### src/pcc_defines.svh
// Purpose: Offsets, field positions, reset values and timing counts for the PLL clock control block.
// Assumes: Wishbone byte addresses on a 32-bit data bus, one register per aligned word.
// Notes: Definitions only.
`ifndef PCC_DEFINES_SVH
`define PCC_DEFINES_SVH

// ==========================================================================
// Register offsets
`define PCC_OFF_CTRL 4'h0
`define PCC_OFF_IRQ_STATUS 4'h4
`define PCC_OFF_IRQ_MASK 4'h8
`define PCC_OFF_FREQ 4'hC

// ==========================================================================
// Control register fields and reset value
`define PCC_CTRL_RESET 16'h3F00
`define PCC_CTRL_WMASK 16'hFF87
`define PCC_BIT_VCO_X4 15
`define PCC_BIT_PRESCALE 14
`define PCC_MOD_HI 13
`define PCC_MOD_LO 8
`define PCC_BIT_BUSDIV 7
`define PCC_BIT_LIMP 4
`define PCC_BIT_LOCK 3
`define PCC_BIT_LOSS_RST 2
`define PCC_BIT_STOP_INT 1
`define PCC_BIT_STOP_OUT 0

// ==========================================================================
// Interrupt status and mask bits
`define PCC_IRQ_W 3
`define PCC_IRQ_LIMP 0
`define PCC_IRQ_LOCK_UP 1
`define PCC_IRQ_LOCK_DOWN 2

// ==========================================================================
// Timing
`define PCC_CLK_MHZ 10
`define PCC_SAMPLE_NS 800
`define PCC_SAMPLE_CYC ((`PCC_SAMPLE_NS * `PCC_CLK_MHZ + 999) / 1000)
`define PCC_BUSDIV_HALF_SLOW 4'd8
`define PCC_BUSDIV_HALF_FAST 4'd4
`define PCC_REF_SHIFT 3'd2

`endif

### src/pcc_pkg.sv
// Purpose: Types shared by the PLL clock control block.
// Assumes: Constants live in pcc_defines.svh.
// Notes: Nothing here is imported; users write pcc_pkg::name.
package pcc_pkg;

	// ==================================================================
	// Sequencer states
	typedef enum logic [1:0] {
		PCC_ST_SAMPLE = 2'b00,
		PCC_ST_WAIT = 2'b01,
		PCC_ST_RUN = 2'b10,
		PCC_ST_LOSS = 2'b11
	} pcc_state_t;

	// ==================================================================
	// Controls driven to the analog synthesizer
	typedef struct packed {
		logic bypass;
		logic vco_en;
		logic vco_x4;
		logic div2_en;
		logic [6:0] fb_div;
	} pcc_synth_t;

endpackage

### src/pcc_pll_clock_control.sv
// Purpose: Digital control and status for the on-chip clock synthesizer.
// Assumes: clk is the 10 MHz system clock; pins are asynchronous to it.
// Notes: The analog loop sits outside; it reports lock and reference loss.
// Function
// Feedback divider divides by modulus field plus one, field 0 to 63, relock needed.
// VCO speed bit switches feedback prescaler tap for four times VCO speed, relock needed.
// Prescale bit controls divide-by-two outside the loop, doubles clock, no relock.
// System multiple is 4 times (modulus+1) times 2^(2W+X); VCO multiple times (2-X).
// Control register resets to modulus 63, speed bits clear, 256 times reference.
// Clock mode pin sampled high at reset selects synthesizer; upper byte sets frequency.
// Mode pin sampled low disables synthesizer, external clock used, frequency bits ignored.
// Control register reads and writes only from supervisor accesses.
// Peripheral bus clock is system clock divided by 8 when clear, 16 when set.
// Reference loss in synthesizer mode sets limp flag; VCO keeps running on base voltage.
// Limp clock stays within limit and prescale bit still applies its divide-by-two.
// Loss reset enable selects limp operation when clear, system reset when set.
// Device holds itself in reset after power-up until synthesizer reports lock.
// Lock flag is one when locked or external; true status only after first write.
// In stop, integration clock from crystal with VCO off when clear, from VCO when set.
// In stop, clock output held negated when clear, carries integration clock when set.
// Limp and lock flags read-only; relock-needing writes clear lock flag until lock.
// Control bits 6 and 5 read zero and ignore writes.
//
// Our own choices: the Wishbone interface to the registers and the register addresses.
`timescale 1ns/1ps
`default_nettype none
`include "pcc_defines.svh"

module pcc_pll_clock_control (
	input wire logic clk,
	input wire logic resetn,
	input wire logic wb_cyc_i,
	input wire logic wb_stb_i,
	input wire logic wb_we_i,
	input wire logic [3:0] wb_adr_i,
	input wire logic [3:0] wb_sel_i,
	input wire logic [31:0] wb_dat_i,
	input wire logic wb_supervisor_i,
	output logic [31:0] wb_dat_o,
	output logic wb_ack_o,
	input wire logic clock_mode_pin,
	input wire logic ref_lost_pin,
	input wire logic pll_lock_pin,
	input wire logic sleep_instruction,
	output pcc_pkg::pcc_synth_t synth_ctrl,
	output logic relock_req,
	output logic sys_resetn_out,
	output logic peripheral_bus_clock,
	output logic clock_output_en,
	output logic integration_clk_from_vco,
	output logic irq
);

	// ==================================================================
	// Pin synchronisers: three stages, a change counts when stages two and three agree.
	logic [2:0] pin_vec;
	logic [2:0] pin_stable;
	assign pin_vec = {pll_lock_pin, ref_lost_pin, clock_mode_pin};

	genvar gi;
	generate
		for (gi = 0; gi < 3; gi++) begin : g_sync
			logic s1_reg;
			logic s2_reg;
			logic s3_reg;
			logic st_reg;
			always_ff @(posedge clk or negedge resetn) begin
				if (!resetn) begin
					s1_reg <= 1'b0;
					s2_reg <= 1'b0;
					s3_reg <= 1'b0;
					st_reg <= 1'b0;
				end else begin
					s1_reg <= pin_vec[gi];
					s2_reg <= s1_reg;
					s3_reg <= s2_reg;
					if (s2_reg == s3_reg) begin
						st_reg <= s3_reg;
					end
				end
			end
			assign pin_stable[gi] = st_reg;
		end
	endgenerate

	logic mode_st;
	logic ref_lost_st;
	logic lock_st;
	assign mode_st = pin_stable[0];
	assign ref_lost_st = pin_stable[1];
	assign lock_st = pin_stable[2];

	// ==================================================================
	// Bus decode
	function automatic logic adr_hit(input logic [3:0] adr, input logic [3:0] off);
		adr_hit = (adr == off);
	endfunction

	logic req;
	logic hit_ctrl;
	logic hit_stat;
	logic hit_mask;
	logic hit_freq;
	logic ctrl_wr;
	logic ctrl_user;
	assign req = wb_cyc_i && wb_stb_i && !wb_ack_o;
	assign hit_ctrl = adr_hit(wb_adr_i, `PCC_OFF_CTRL);
	assign hit_stat = adr_hit(wb_adr_i, `PCC_OFF_IRQ_STATUS);
	assign hit_mask = adr_hit(wb_adr_i, `PCC_OFF_IRQ_MASK);
	assign hit_freq = adr_hit(wb_adr_i, `PCC_OFF_FREQ);
	// User-mode accesses to the control word are acknowledged but have no effect.
	assign ctrl_user = hit_ctrl && !wb_supervisor_i;
	assign ctrl_wr = req && wb_we_i && hit_ctrl && wb_supervisor_i;

	// ==================================================================
	// Registers and state
	pcc_pkg::pcc_state_t state_reg;
	pcc_pkg::pcc_state_t state_next;
	logic [15:0] ctrl_reg;
	logic [15:0] ctrl_next;
	logic [3:0] sample_cnt_reg;
	logic pll_mode_reg;
	logic written_reg;
	logic relock_pend_reg;
	logic lock_prev_reg;
	logic limp_flag_reg;
	logic lock_flag_reg;
	logic [`PCC_IRQ_W-1:0] irq_stat_reg;
	logic [`PCC_IRQ_W-1:0] irq_mask_reg;
	logic [3:0] bus_cnt_reg;

	// ==================================================================
	// Control word write path
	logic [15:0] byte_mask;
	logic [15:0] wr_mask;
	logic [15:0] ctrl_wr_val;
	logic relock_set;
	logic lock_rise;
	assign byte_mask = {{8{wb_sel_i[1]}}, {8{wb_sel_i[0]}}};
	// Flag and unused positions are outside the writable mask.
	assign wr_mask = `PCC_CTRL_WMASK & byte_mask; // see
	assign ctrl_wr_val = (ctrl_reg & ~wr_mask) | (wb_dat_i[15:0] & wr_mask);
	assign ctrl_next = (state_reg == pcc_pkg::PCC_ST_LOSS) ? `PCC_CTRL_RESET :
		(ctrl_wr ? ctrl_wr_val : ctrl_reg);
	// Only the VCO speed and modulus fields disturb the loop; the prescale bit does not.
	assign relock_set = ctrl_wr && pll_mode_reg &&
		((ctrl_wr_val[`PCC_BIT_VCO_X4] != ctrl_reg[`PCC_BIT_VCO_X4]) ||
		(ctrl_wr_val[`PCC_MOD_HI:`PCC_MOD_LO] != ctrl_reg[`PCC_MOD_HI:`PCC_MOD_LO])); // see see
	assign lock_rise = lock_st && !lock_prev_reg;

	// ==================================================================
	// Status flags
	logic limp_now;
	logic loss_rst_en;
	logic lock_next;
	logic limp_next;
	assign loss_rst_en = ctrl_reg[`PCC_BIT_LOSS_RST];
	assign limp_now = pll_mode_reg && ref_lost_st;
	// An external clock reads locked once the mode is known; in synthesizer mode the flag reads zero before the first write.
	assign lock_next = (state_reg != pcc_pkg::PCC_ST_SAMPLE) && (!pll_mode_reg ||
		(written_reg && lock_st && !relock_pend_reg && !ref_lost_st)); // see
	assign limp_next = limp_now && (state_reg == pcc_pkg::PCC_ST_RUN) && !loss_rst_en; // see

	// ==================================================================
	// Sequencer
	logic sample_done;
	assign sample_done = (sample_cnt_reg == 4'(`PCC_SAMPLE_CYC - 1));

	always_comb begin
		state_next = state_reg;
		unique case (state_reg)
			pcc_pkg::PCC_ST_SAMPLE: begin
				if (sample_done) begin
					state_next = pcc_pkg::PCC_ST_WAIT;
				end
			end
			pcc_pkg::PCC_ST_WAIT: begin
				if (!pll_mode_reg || (lock_st && !ref_lost_st)) begin
					state_next = pcc_pkg::PCC_ST_RUN;
				end
			end
			pcc_pkg::PCC_ST_RUN: begin
				if (limp_now && loss_rst_en) begin
					state_next = pcc_pkg::PCC_ST_LOSS;
				end
			end
			pcc_pkg::PCC_ST_LOSS: begin
				state_next = pcc_pkg::PCC_ST_WAIT;
			end
		endcase
	end

	always_ff @(posedge clk or negedge resetn) begin
		if (!resetn) begin
			state_reg <= pcc_pkg::PCC_ST_SAMPLE;
			sample_cnt_reg <= 4'h0;
			sys_resetn_out <= 1'b0;
		end else begin
			state_reg <= state_next;
			if (!sample_done && state_reg == pcc_pkg::PCC_ST_SAMPLE) begin
				sample_cnt_reg <= sample_cnt_reg + 4'h1;
			end
			sys_resetn_out <= (state_next == pcc_pkg::PCC_ST_RUN);
		end
	end

	// The mode pin is caught by the clock after reset release, once the synchroniser has settled.
	always_ff @(posedge clk or negedge resetn) begin
		if (!resetn) begin
			pll_mode_reg <= 1'b0;
		end else if (state_reg == pcc_pkg::PCC_ST_SAMPLE && sample_done) begin
			pll_mode_reg <= mode_st; // see
		end
	end

	// ==================================================================
	// Control and status registers
	always_ff @(posedge clk or negedge resetn) begin
		if (!resetn) begin
			ctrl_reg <= `PCC_CTRL_RESET;
			written_reg <= 1'b0;
			relock_pend_reg <= 1'b0;
			lock_prev_reg <= 1'b0;
			limp_flag_reg <= 1'b0;
			lock_flag_reg <= 1'b0;
			relock_req <= 1'b0;
		end else begin
			ctrl_reg <= ctrl_next;
			written_reg <= written_reg || ctrl_wr;
			lock_prev_reg <= lock_st;
			// A new relock request wins over a lock edge seen in the same cycle.
			relock_pend_reg <= relock_set || (relock_pend_reg && !lock_rise);
			limp_flag_reg <= limp_next;
			lock_flag_reg <= lock_next;
			relock_req <= relock_set;
		end
	end

	// ==================================================================
	// Interrupts: sticky events, write one to clear, set beats clear.
	logic [`PCC_IRQ_W-1:0] irq_ev;
	logic [`PCC_IRQ_W-1:0] irq_clr;
	assign irq_ev[`PCC_IRQ_LIMP] = limp_next && !limp_flag_reg;
	assign irq_ev[`PCC_IRQ_LOCK_UP] = lock_next && !lock_flag_reg;
	assign irq_ev[`PCC_IRQ_LOCK_DOWN] = !lock_next && lock_flag_reg;
	assign irq_clr = (req && wb_we_i && hit_stat && wb_sel_i[0]) ? wb_dat_i[`PCC_IRQ_W-1:0] : '0;

	always_ff @(posedge clk or negedge resetn) begin
		if (!resetn) begin
			irq_stat_reg <= '0;
			irq_mask_reg <= '0;
			irq <= 1'b0;
		end else begin
			irq_stat_reg <= (irq_stat_reg & ~irq_clr) | irq_ev;
			if (req && wb_we_i && hit_mask && wb_sel_i[0]) begin
				irq_mask_reg <= wb_dat_i[`PCC_IRQ_W-1:0];
			end
			irq <= |(((irq_stat_reg & ~irq_clr) | irq_ev) & irq_mask_reg);
		end
	end

	// ==================================================================
	// Frequency multiples relative to the reference
	logic [11:0] sys_mult;
	logic [11:0] vco_mult;
	logic [2:0] mult_shift;
	assign mult_shift = `PCC_REF_SHIFT + {1'b0, ctrl_reg[`PCC_BIT_VCO_X4], 1'b0} +
		{2'b00, ctrl_reg[`PCC_BIT_PRESCALE]};
	assign sys_mult = (12'(ctrl_reg[`PCC_MOD_HI:`PCC_MOD_LO]) + 12'h001) << mult_shift;
	assign vco_mult = ctrl_reg[`PCC_BIT_PRESCALE] ? sys_mult : (sys_mult << 1);

	// ==================================================================
	// Read path
	logic [15:0] ctrl_read;
	logic [31:0] rd_word;
	// Bits 6 and 5 are not stored and read back as zero.
	assign ctrl_read = (ctrl_reg & `PCC_CTRL_WMASK) |
		(16'(limp_flag_reg) << `PCC_BIT_LIMP) | (16'(lock_flag_reg) << `PCC_BIT_LOCK); // see
	assign rd_word = (hit_ctrl && !ctrl_user) ? {16'h0000, ctrl_read} :
		hit_stat ? {29'h0, irq_stat_reg} :
		hit_mask ? {29'h0, irq_mask_reg} :
		hit_freq ? {4'h0, vco_mult, 4'h0, sys_mult} : 32'h0000_0000;

	always_ff @(posedge clk or negedge resetn) begin
		if (!resetn) begin
			wb_ack_o <= 1'b0;
			wb_dat_o <= 32'h0000_0000;
		end else begin
			wb_ack_o <= req;
			if (req && !wb_we_i) begin
				wb_dat_o <= rd_word;
			end
		end
	end

	// ==================================================================
	// Synthesizer drive, stop-mode clock gating
	logic stop_int_sel;
	logic stop_out_sel;
	logic vco_run;
	assign stop_int_sel = ctrl_reg[`PCC_BIT_STOP_INT];
	assign stop_out_sel = ctrl_reg[`PCC_BIT_STOP_OUT];
	// In limp mode the VCO keeps running on its base voltage; only stop can turn it off.
	assign vco_run = pll_mode_reg && !(sleep_instruction && !stop_int_sel); // see

	always_ff @(posedge clk or negedge resetn) begin
		if (!resetn) begin
			synth_ctrl <= '0;
			clock_output_en <= 1'b0;
			integration_clk_from_vco <= 1'b0;
		end else begin
			synth_ctrl.bypass <= !pll_mode_reg;
			synth_ctrl.vco_en <= vco_run;
			synth_ctrl.vco_x4 <= pll_mode_reg && ctrl_reg[`PCC_BIT_VCO_X4];
			// Divide-by-two stays in force in limp mode.
			synth_ctrl.div2_en <= pll_mode_reg && !ctrl_reg[`PCC_BIT_PRESCALE]; // see
			synth_ctrl.fb_div <= 7'(ctrl_reg[`PCC_MOD_HI:`PCC_MOD_LO]) + 7'h01;
			clock_output_en <= !sleep_instruction || stop_out_sel;
			integration_clk_from_vco <= vco_run;
		end
	end

	// ==================================================================
	// Peripheral bus clock: a registered square wave at clk/8 or clk/16.
	logic [3:0] bus_half;
	logic bus_wrap;
	assign bus_half = ctrl_reg[`PCC_BIT_BUSDIV] ? `PCC_BUSDIV_HALF_SLOW : `PCC_BUSDIV_HALF_FAST;
	assign bus_wrap = (bus_cnt_reg >= bus_half - 4'h1);

	always_ff @(posedge clk or negedge resetn) begin
		if (!resetn) begin
			bus_cnt_reg <= 4'h0;
			peripheral_bus_clock <= 1'b0;
		end else begin
			bus_cnt_reg <= bus_wrap ? 4'h0 : bus_cnt_reg + 4'h1;
			if (bus_wrap) begin
				peripheral_bus_clock <= !peripheral_bus_clock;
			end
		end
	end

	// ==================================================================
	// Checks
	logic div_sel;
	assign div_sel = ctrl_reg[`PCC_BIT_BUSDIV];
endmodule
`default_nettype wire

### config.mk
export PLATFORM = sky130hd
export DESIGN_NAME = pcc_pll_clock_control
export DESIGN_NICKNAME = d
export VERILOG_FILES = /design/src/pcc_pkg.sv /design/src/pcc_pll_clock_control.sv
export VERILOG_INCLUDE_DIRS = /design/src
export SDC_FILE = /design/constraint.sdc
export NUM_CORES = 1
export LEC_CHECK = 0
export ABC_AREA = 0
export ABC_CLOCK_PERIOD_IN_PS = 2900
export BUFFER_PORTS_ARGS = -buffer_cell sky130_fd_sc_hd__clkbuf_2
export CAP_MARGIN = 20
export CORE_MARGIN = 2
export CORE_UTILIZATION = 45
export CTS_BUF_LIST = sky130_fd_sc_hd__clkbuf_8
export DETAILED_ROUTE_END_ITERATION = 16
export PLACE_DENSITY = 0.81
export SLEW_MARGIN = 30
export SYNTH_ARGS = -nofsm -noshare
export SYNTH_HDL_FRONTEND = slang
export SYNTH_SLANG_ARGS = --single-unit
### constraint.sdc
create_clock -name clk -period 2.9 [get_ports clk]
set_clock_uncertainty 0.15 [all_clocks]
set_input_delay 0 -clock clk [delete_from_list [all_inputs] [get_ports clk]]
set_output_delay 0 -clock clk [all_outputs]
set_load 0.1 [all_outputs]
After elaboration in Yosys (flattened, before gate mapping)
Index checks and enable logic that the tools add are counted.
Widths: inputs -> output; s select.
{"block": "word_totals", "register_bits": 99, "input_bits": 50}
{"block": "op_classes", "reduce_logical": 64, "bitwise": 10, "order_cmp": 1, "shift": 1, "mux": 14, "eq_ne": 13, "add_sub_neg": 7}
{"cell": "$mux 28", "count": 4}
{"cell": "$logic_and 1x1->1", "count": 34}
{"cell": "$and 16x16->16", "count": 2}
{"cell": "$mux 16", "count": 2}
{"cell": "$logic_not 1->1", "count": 19}
{"cell": "$not 16->16", "count": 1}
{"cell": "$or 16x16->16", "count": 1}
{"cell": "$or 16x4->16", "count": 1}
{"cell": "$or 16x5->16", "count": 1}
{"cell": "$add 6x1->7 const B", "count": 2}
{"cell": "$mux 12", "count": 1}
{"cell": "$shl 7x3->12", "count": 1}
{"cell": "$add 4x1->4 const B", "count": 2}
{"cell": "$eq 4x3->1 const B", "count": 2}
{"cell": "$eq 4x4->1 const B", "count": 2}
{"cell": "$mux 4", "count": 2}
{"cell": "$pmux 2 s4", "count": 1}
{"cell": "$and 3x3->3", "count": 2}
{"cell": "$eq 2x2->1 const B", "count": 3}
{"cell": "$logic_or 1x1->1", "count": 6}
{"cell": "$mux 2", "count": 3}
{"cell": "$ne 6x6->1", "count": 1}
{"cell": "$ge 4x4->1", "count": 1}
{"cell": "$logic_not 4->1", "count": 1}
{"cell": "12 further kinds", "count": 15}

Depth between registers and ports, before layout
Gate-level depths: netlist (run 1).
{"block": "depth", "word_depth": 11, "ltp_mapped": 5}

Worst setup path after synthesis (run 1)
Ideal clock, no wire load.
{"block": "synth_timing", "path_kind": "register -> register", "from": "register wb_ack_o", "to": "register irq_mask_reg[0]", "t_arrival_ns": 1.954, "period_less_slack_ns": 2.229, "setup_ns": 0.125, "required_time_ns": 2.625, "path_stages_with_launch": 6, "n_path_buf": 1, "path_slack_ns": 0.671, "cell_sequence": "dfrtp_1 -> and4b_1 -> buf_2 -> and2_1 -> nand2_1 -> mux2_2"}
{"block": "synth_via", "elab_chain_len": 5}
{"item": "start, declared", "line": "pcc_pll_clock_control.sv:40", "text": "output logic wb_ack_o,"}
{"item": "start signal, assigned", "line": "pcc_pll_clock_control.sv:289", "text": "wb_ack_o <= req;"}
{"item": "$logic_not 1->1", "line": "pcc_pll_clock_control.sv:106", "text": "assign req = wb_cyc_i && wb_stb_i && !wb_ack_o;"}
{"item": "$logic_and 1x1->1", "line": "pcc_pll_clock_control.sv:106"}
{"item": "$logic_and 1x1->1 (3 in a row)", "line": "pcc_pll_clock_control.sv:255", "text": "if (req && wb_we_i && hit_mask && wb_sel_i[0]) begin"}
{"item": "end signal, assigned", "line": "pcc_pll_clock_control.sv:256", "text": "irq_mask_reg <= wb_dat_i[`PCC_IRQ_W-1:0];"}
{"item": "end, declared", "line": "pcc_pll_clock_control.sv:129", "text": "logic [`PCC_IRQ_W-1:0] irq_mask_reg;"}
No other way between the ends.
A chain may end at the register's enable or synchronous reset.

Worst setup path in the final report (run 1)
{"block": "layout_timing", "from": "register ctrl_reg[8]", "to": "register wb_dat_o[6]"}
{"block": "layout_via", "elab_chain_len": 6}
{"item": "start, declared", "line": "pcc_pll_clock_control.sv:119", "text": "logic [15:0] ctrl_reg;"}
{"item": "start signal, assigned", "line": "pcc_pll_clock_control.sv:220", "text": "ctrl_reg <= `PCC_CTRL_RESET;"}
{"item": "start signal, assigned", "line": "pcc_pll_clock_control.sv:228", "text": "ctrl_reg <= ctrl_next;"}
{"item": "$add 6x1->7", "line": "pcc_pll_clock_control.sv:269", "text": "assign sys_mult = (12'(ctrl_reg[`PCC_MOD_HI:`PCC_MOD_LO]) + 12'h001) << mult_shift;"}
{"item": "$shl 7x3->12", "line": "pcc_pll_clock_control.sv:269"}
{"item": "$mux 28", "line": "pcc_pll_clock_control.sv:282", "text": "hit_freq ? {4'h0, vco_mult, 4'h0, sys_mult} : 32'h0000_0000;"}
{"item": "$mux 28", "line": "pcc_pll_clock_control.sv:281", "text": "hit_mask ? {29'h0, irq_mask_reg} :"}
{"item": "$mux 28", "line": "pcc_pll_clock_control.sv:280", "text": "hit_stat ? {29'h0, irq_stat_reg} :"}
{"item": "$mux 28", "line": "pcc_pll_clock_control.sv:279", "text": "assign rd_word = (hit_ctrl && !ctrl_user) ? {16'h0000, ctrl_read} :"}
{"item": "end signal, assigned", "line": "pcc_pll_clock_control.sv:291", "text": "wb_dat_o <= rd_word;"}
{"item": "end, declared", "line": "pcc_pll_clock_control.sv:39", "text": "output logic [31:0] wb_dat_o,"}
No other way between the ends.

==> reports/qor.csv, run 1 <==
stage;metric;value;unit
setup_path;total buffers and inverters traversed by the critical path;0;
grt;global-route wire length before repair;15600;um
detailed_routing;WL met3;617;um
setup_path;critical path data required time;3.01;ns
clock_tree;Inserted Clock Buffers;9;
setup_path;cells traversed along the worst timing path;ha_1 -> nand3_1 -> xnor2_1 -> mux4_2 -> a22o_1;
clock_tree;total number of H-tree levels;3;
detailed_routing;DRC violations left;0;
yosys;leading cell type by number of instances after synthesis;dfrtp_1;
die;Initial Util;0.465;
sta;hold violation total from the final report;0;
yosys;Post-synth EDFFs;0;
power_and_ir_drop;switching power share of the total;0.374;
setup_path;R2R Path Start;ctrl_reg[8];
run;max_cap viols;0;
yosys;Async SR Flop Fraction;1.00;
finish;number of flip-flops in the largest register;28;
die;die extent in x;99.2;um
placement;instance area at placement;0.00452;mm2
power_and_ir_drop;clock network power share;0.295;
placement;dpl cells;531;
yosys;total number of yosys warnings;0;
die;area of the die;0.00984;mm2
yosys;sequential element share of the synthesized area;0.560;
clock_tree;clock tree from TritonCTS;done;
finish;area occupied by registers;0.00228;mm2
detailed_routing;first drt pass iteration count;5;
grt;number of global-route vias before repair;3168;
power_and_ir_drop;switching power;1.33;mW
run_status;run status;completed;
finish;synthesis-to-layout area growth;23.0;%
yosys;mean instance size in the synthesized netlist;11.1;um2
power_and_ir_drop;overall power of the completed layout;3.55;mW
power_and_ir_drop;cell-internal power;2.22;mW
finish;count of placed standard cells in the final layout, fillers left out;572;
sta;number of setup violations in the final report;0;
setup_path;CP Data Arrival Time;2.53;ns
die;floorplan core area;0.00876;mm2
finish;Multi-input gate area;0.00165;mm2
yosys;top post-synthesis cells by count;dfrtp_1, nand2_1, nor2_1;
clock_tree;clock sink total;91;
detailed_routing;Vias per Instance;5.76;
sta;Slew @ Worst Pin;0.705;ns
die;die outline height;99.2;um
detailed_routing;wire per inst;16.7;um
detailed_routing;Antenna Nets Post-Route;0;
clock_tree;clk root buf;clkbuf_8;
finish;Layout Nets;513;
sta;final worst slack;0.485;ns
sta;unrepaired setup endpoints after global routing;false;
sta;fin crit period;2.42;ns
setup_path;crit path launch type;flip-flop;
finish;filler instances;739;
sta;max-slew violation count;0;
yosys;post-synthesis cell count;366;
clock_tree;insertion delay to the later sink of the worst-skew pair;0.37;ns
clock_tree;number of gates given a new drive strength after cts;0;
die;boundary pin count;100;
setup_path;category of cells accounting for the largest share of critical-path delay;flip-flops;
grt;overflow left after global routing;0;
sta;Slew Limit Headroom;0.530;
placement;Port-buffer cells;73;
power_and_ir_drop;pwr dens;707;mW/mm2
yosys;netlist area before placement;0.00408;mm2
die;number of core rows;34;
setup_path;classification of the worst setup path;flip-flop to flip-flop;
setup_path;peak per-stage delay on the critical path;0.72;ns
power_and_ir_drop;share of total power in combinational logic;0.278;
power_and_ir_drop;static leakage;2.48;nW
placement;half-perimeter wire length of the detailed placement result;6520;um
setup_path;number of cells traversed by the worst register-to-register path;5;
sta;maximum clock rate;0.414;GHz
finish;number of antenna repair diodes;0;
detailed_routing;wl on met1;4030;um
detailed_routing;detailed router's first-iteration violation count;280;
detailed_routing;met2 WL post-DR;4590;um
clock_tree;number of hold buffers added after cts;25;
sta;summed negative setup slack over all endpoints;0;ns
sta;Min Hold Slack;0.0232;ns
detailed_routing;total via count after detailed routing;3292;
clock_tree;maximum clock path buffer count;2;
yosys;most instantiated flip-flop cell in the synthesis netlist;dfrtp_1;
yosys;biggest area consumer among synthesized cells;dfrtp_1;
yosys;top post-synthesis cells by area;dfrtp_1, dfstp_2, mux2i_1, nand2_1, a22o_1;
grt;largest net degree at the start of global routing;47;
clock_tree;clock edge transition at the registers on the reported setup and hold paths;0.10;ns
placement;Final GP Congestion;0.866;
yosys;count of state elements after synthesis;91;
power_and_ir_drop;Max rail drop VDD;0.536;mV
setup_path;reg-to-reg slack, setup;0.48;ns
finish;share of layout cells above drive strength 1;0.237;
finish;Layout Utilization;0.573;
setup_path;cell with the largest stage delay on the worst path;dfstp_2;
setup_path;destination of the worst register-to-register timing path;wb_dat_o[6];
grt;number of antenna violations at the first check in global routing;0;
detailed_routing;post-detailed-routing wire length;9580;um
yosys;Distinct cells, synth;55;
setup_path;Max FO, Critical Path;13;
finish;Finished Cell Area;0.00502;mm2
setup_path;kind of end point of the critical path;flip-flop;
yosys;area fraction of the dominant cell type after synthesis;0.521;
detailed_routing;highest metal used;met4;
placement;worst setup slack before clock tree synthesis;0.549;ns
worst_hold_path;Hold/Removal Path Class;primary input to async pin;
power_and_ir_drop;share of total power in sequential cells;0.427;
sta;part of the cycle the worst path needs;0.833;
clock_tree;number of setup buffers added after CTS;0;
grt;global-route usage over all layers;0.201;
## cells by family after synthesis
family	count (synthesis)	share of synthesized area
buffers and inverters	34	0.0386
AOI/OAI and AO/OA	71	0.127
muxes	22	0.0589
DFF	91	0.560
other	1	0.000919
xor gates and xnor gates	14	0.0301
adders and majority gates	7	0.0196
and+or+nand+nor	126	0.164
## cell type report
type	instances	area share
inverter	10	0.00748
sequential	91	0.455
multi-input combinational	244	0.328
timing repair buffer	103	0.133
clock inverter	7	0.0242
tap	108	0.0269
clock buffer	9	0.0247
## cells in the final DEF (no fill, tap or decap), types with 8 or more instances in the layout
cell,n
mux2i_1,15
dfrtp_1,85
nor2_1,26
dlygate4sd3_1,25
nand3_1,10
and2_1,9
o21ai_0,13
clkbuf_2,72
clkbuf_8,9
a22o_1,12
nand2b_1,8
xnor2_1,8
inv_1,9
nand2_1,35
nand4_1,8
## worst max path at each step
stage,startpoint,endpoint,slack (ns),cells past startpoint
after floorplan,wb_ack_o,irq_mask_reg[0],0.67,5
after global placement,ctrl_reg[8],wb_dat_o[6],0.60,5
after detailed placement,ctrl_reg[8],wb_dat_o[6],0.55,5
after CTS,ctrl_reg[8],wb_dat_o[6],0.51,5
after global routing,ctrl_reg[8],wb_dat_o[6],0.40,5
final,ctrl_reg[8],wb_dat_o[6],0.48,5
## routing by layer
metal,GRT usage,vias up
met2,0.310,151
met3,0.0429,33
li1,-,1486
met5,0,-
met1,0.267,1622
met4,0.106,0
## power by group through the flow
stage | clock, mW | combinational (mW) | sequential (mW)
after global routing | 1.11 | 1.05 | 1.54
after CTS | 1.06 | 0.989 | 1.51
after detailed placement | 0 | 0.959 | 1.54
after global placement | 0 | 0.944 | 1.53
final | 1.04 | 0.987 | 1.52
after floorplan | 0 | 0.347 | 1.94
Note: power is estimated with default switching activity, not from simulation.
==> run 2, diff against run 1 <==
ABC_CLOCK_PERIOD_IN_PS = 2400   (was 2900)
clock period = 2.4 ns   (was 2.9 ns; I/O delays follow)
==> reports/qor.csv, run 2 (synthesized netlist as in run 1, its figures left out) <==
stage;metric;value;unit
run_status;run status;completed;
finish;commonest non-fill, non-tap cell in the layout;dfrtp_1;
setup_path;kind of end point of the critical path;flip-flop;
power_and_ir_drop;static leakage;2.48;nW
die;area of the die;0.00984;mm2
placement;half-perimeter wire length of the detailed placement result;6640;um
sta;number of setup violations in the final report;0;
detailed_routing;Vias per Instance;5.63;
setup_path;critical path data required time;2.50;ns
detailed_routing;DRC violations left;0;
finish;commonest cells after routing, fill and taps aside;dfrtp_1, clkbuf_2, nand2_1;
clock_tree;Inserted Clock Buffers;9;
grt;global-route wire length before repair;15300;um
setup_path;CP Data Arrival Time;2.29;ns
clock_tree;total number of H-tree levels;3;
clock_tree;maximum clock path buffer count;2;
detailed_routing;detailed router's first-iteration violation count;250;
placement;Final GP Congestion;0.868;
grt;highest-utilization routing layer at the global route stage;met2;
clock_tree;clock tree from TritonCTS;done;
setup_path;crit path launch type;primary input;
sta;summed negative setup slack over all endpoints;0;ns
die;die outline height;99.2;um
sta;fin crit period;2.19;ns
sta;Slew @ Worst Pin;0.706;ns
grt;largest net degree at the start of global routing;48;
power_and_ir_drop;Max rail drop VDD;0.413;mV
sta;final worst slack;0.207;ns
clock_tree;clk root buf;clkbuf_8;
placement;worst setup slack before clock tree synthesis;0.260;ns
detailed_routing;total via count after detailed routing;3234;
grt;number of global-route vias before repair;3146;
finish;filler instances;726;
die;Initial Util;0.465;
sta;part of the cycle the worst path needs;0.914;
sta;max-slew violation count;0;
detailed_routing;wire per inst;16.3;um
power_and_ir_drop;pwr dens;832;mW/mm2
die;die extent in x;99.2;um
finish;Layout Nets;515;
finish;share of layout cells above drive strength 1;0.240;
clock_tree;clock edge transition at the registers on the reported setup and hold paths;0.09;ns
finish;number of flip-flops in the largest register;28;
die;floorplan core area;0.00876;mm2
sta;unrepaired setup endpoints after global routing;false;
finish;number of antenna repair diodes;0;
setup_path;Max FO, Critical Path;4;
sta;hold violation total from the final report;0;
clock_tree;number of gates given a new drive strength after cts;0;
grt;global-route usage over all layers;0.197;
grt;overflow left after global routing;0;
finish;Multi-input gate area;0.00165;mm2
run;max_cap viols;0;
setup_path;classification of the worst setup path;primary input to flip-flop;
detailed_routing;first drt pass iteration count;5;
placement;Port-buffer cells;73;
sta;maximum clock rate;0.456;GHz
grt;met3 usage in global routing;0.0450;
worst_hold_path;Hold/Removal Path Class;primary input to async pin;
die;boundary pin count;100;
grt;grt met1 use;0.250;
die;number of core rows;34;
grt;number of antenna violations at the first check in global routing;0;
clock_tree;clock sink total;91;
clock_tree;insertion delay to the later sink of the worst-skew pair;0.37;ns
finish;synthesis-to-layout area growth;22.9;%
finish;area occupied by registers;0.00228;mm2
clock_tree;number of setup buffers added after CTS;0;
detailed_routing;post-detailed-routing wire length;9350;um
detailed_routing;Antenna Nets Post-Route;0;
sta;Slew Limit Headroom;0.529;
grt;global routing met2 resource utilization;0.318;
==> run 2: cell count changes in the layout (fill, tap and decap cells not counted) <==
cell        before  now
buf_4            5    7
bufinv_16        3    2
clkinv_4         0    1
clkinvlp_4       0    1
inv_6            3    2
==> run 2: path summary, 6_finish.rpt <==
kind / start / cells past startpoint / slack, ns / endpoint
worst max-delay path: wb_adr_i[0] / 7 / 0.21 / irq
worst min-delay path: resetn / 2 / 0.03 / irq
worst max register to register: ctrl_reg[9] / 5 / 0.23 / wb_dat_o[6]
worst min register to register: g_sync[2].s1_reg / 0 / 0.21 / g_sync[2].s2_reg
max in group asynchronous: resetn / 3 / 1.38 / ctrl_reg[13]
min in group clk: wb_adr_i[2] / 4 / 0.03 / irq_mask_reg[2]
==> run 2: layout make-up <==
cell class                 instances  share of cell area
sequential                        91               0.456
multi-input combinational        244               0.329
timing repair buffer             105               0.136
tap                              108              0.0270
clock buffer                       9              0.0247
clock inverter                     7              0.0197
inverter                          10             0.00749
==> run 2: worst max-delay path, cell delays in order <==
cell,delay [ns]
dlygate4sd3_1,0.56
clkbuf_2,0.15
nor3b_1,0.21
dlygate4sd3_1,0.60
nand4_1,0.10
a22o_1,0.23
a2111o_1,0.43
==> run 2: timing repair <==
item | in CTS | in global routing
hold buffers | 25 | 0
endpoints found under the setup margin | 0 | 0
hold endpoints to repair | 117 | 0
==> run 2: report_power, final <==
part | switching, mW | internal, mW
clock network | 0.559 | 0.593
registers | 0.132 | 1.70
logic | 0.901 | 0.286
==> run 2: metal layers <==
metal,share of wire,wire (um),vias up
met5,0,0,-
met4,0.034,318,0
met3,0.059,551,25
met2,0.49,4600,126
met1,0.41,3880,1597
li1,-,-,1486
==> run 2: metrics by stage <==
step           power, mW  cell area, um2  hold WS, ns  instances  utilization
3_3_place_gp        2.99            4540      -0.0962        533        0.518
4_1_cts             4.20            5010      0.00620        574        0.572
6_report            4.17            5010       0.0290        574        0.572
2_1_floorplan       2.76            4090       -0.446        369            -
5_1_grt             4.34            5010       0.0484        574        0.572
3_5_place_dp        3.02            4540      -0.0946        533        0.518
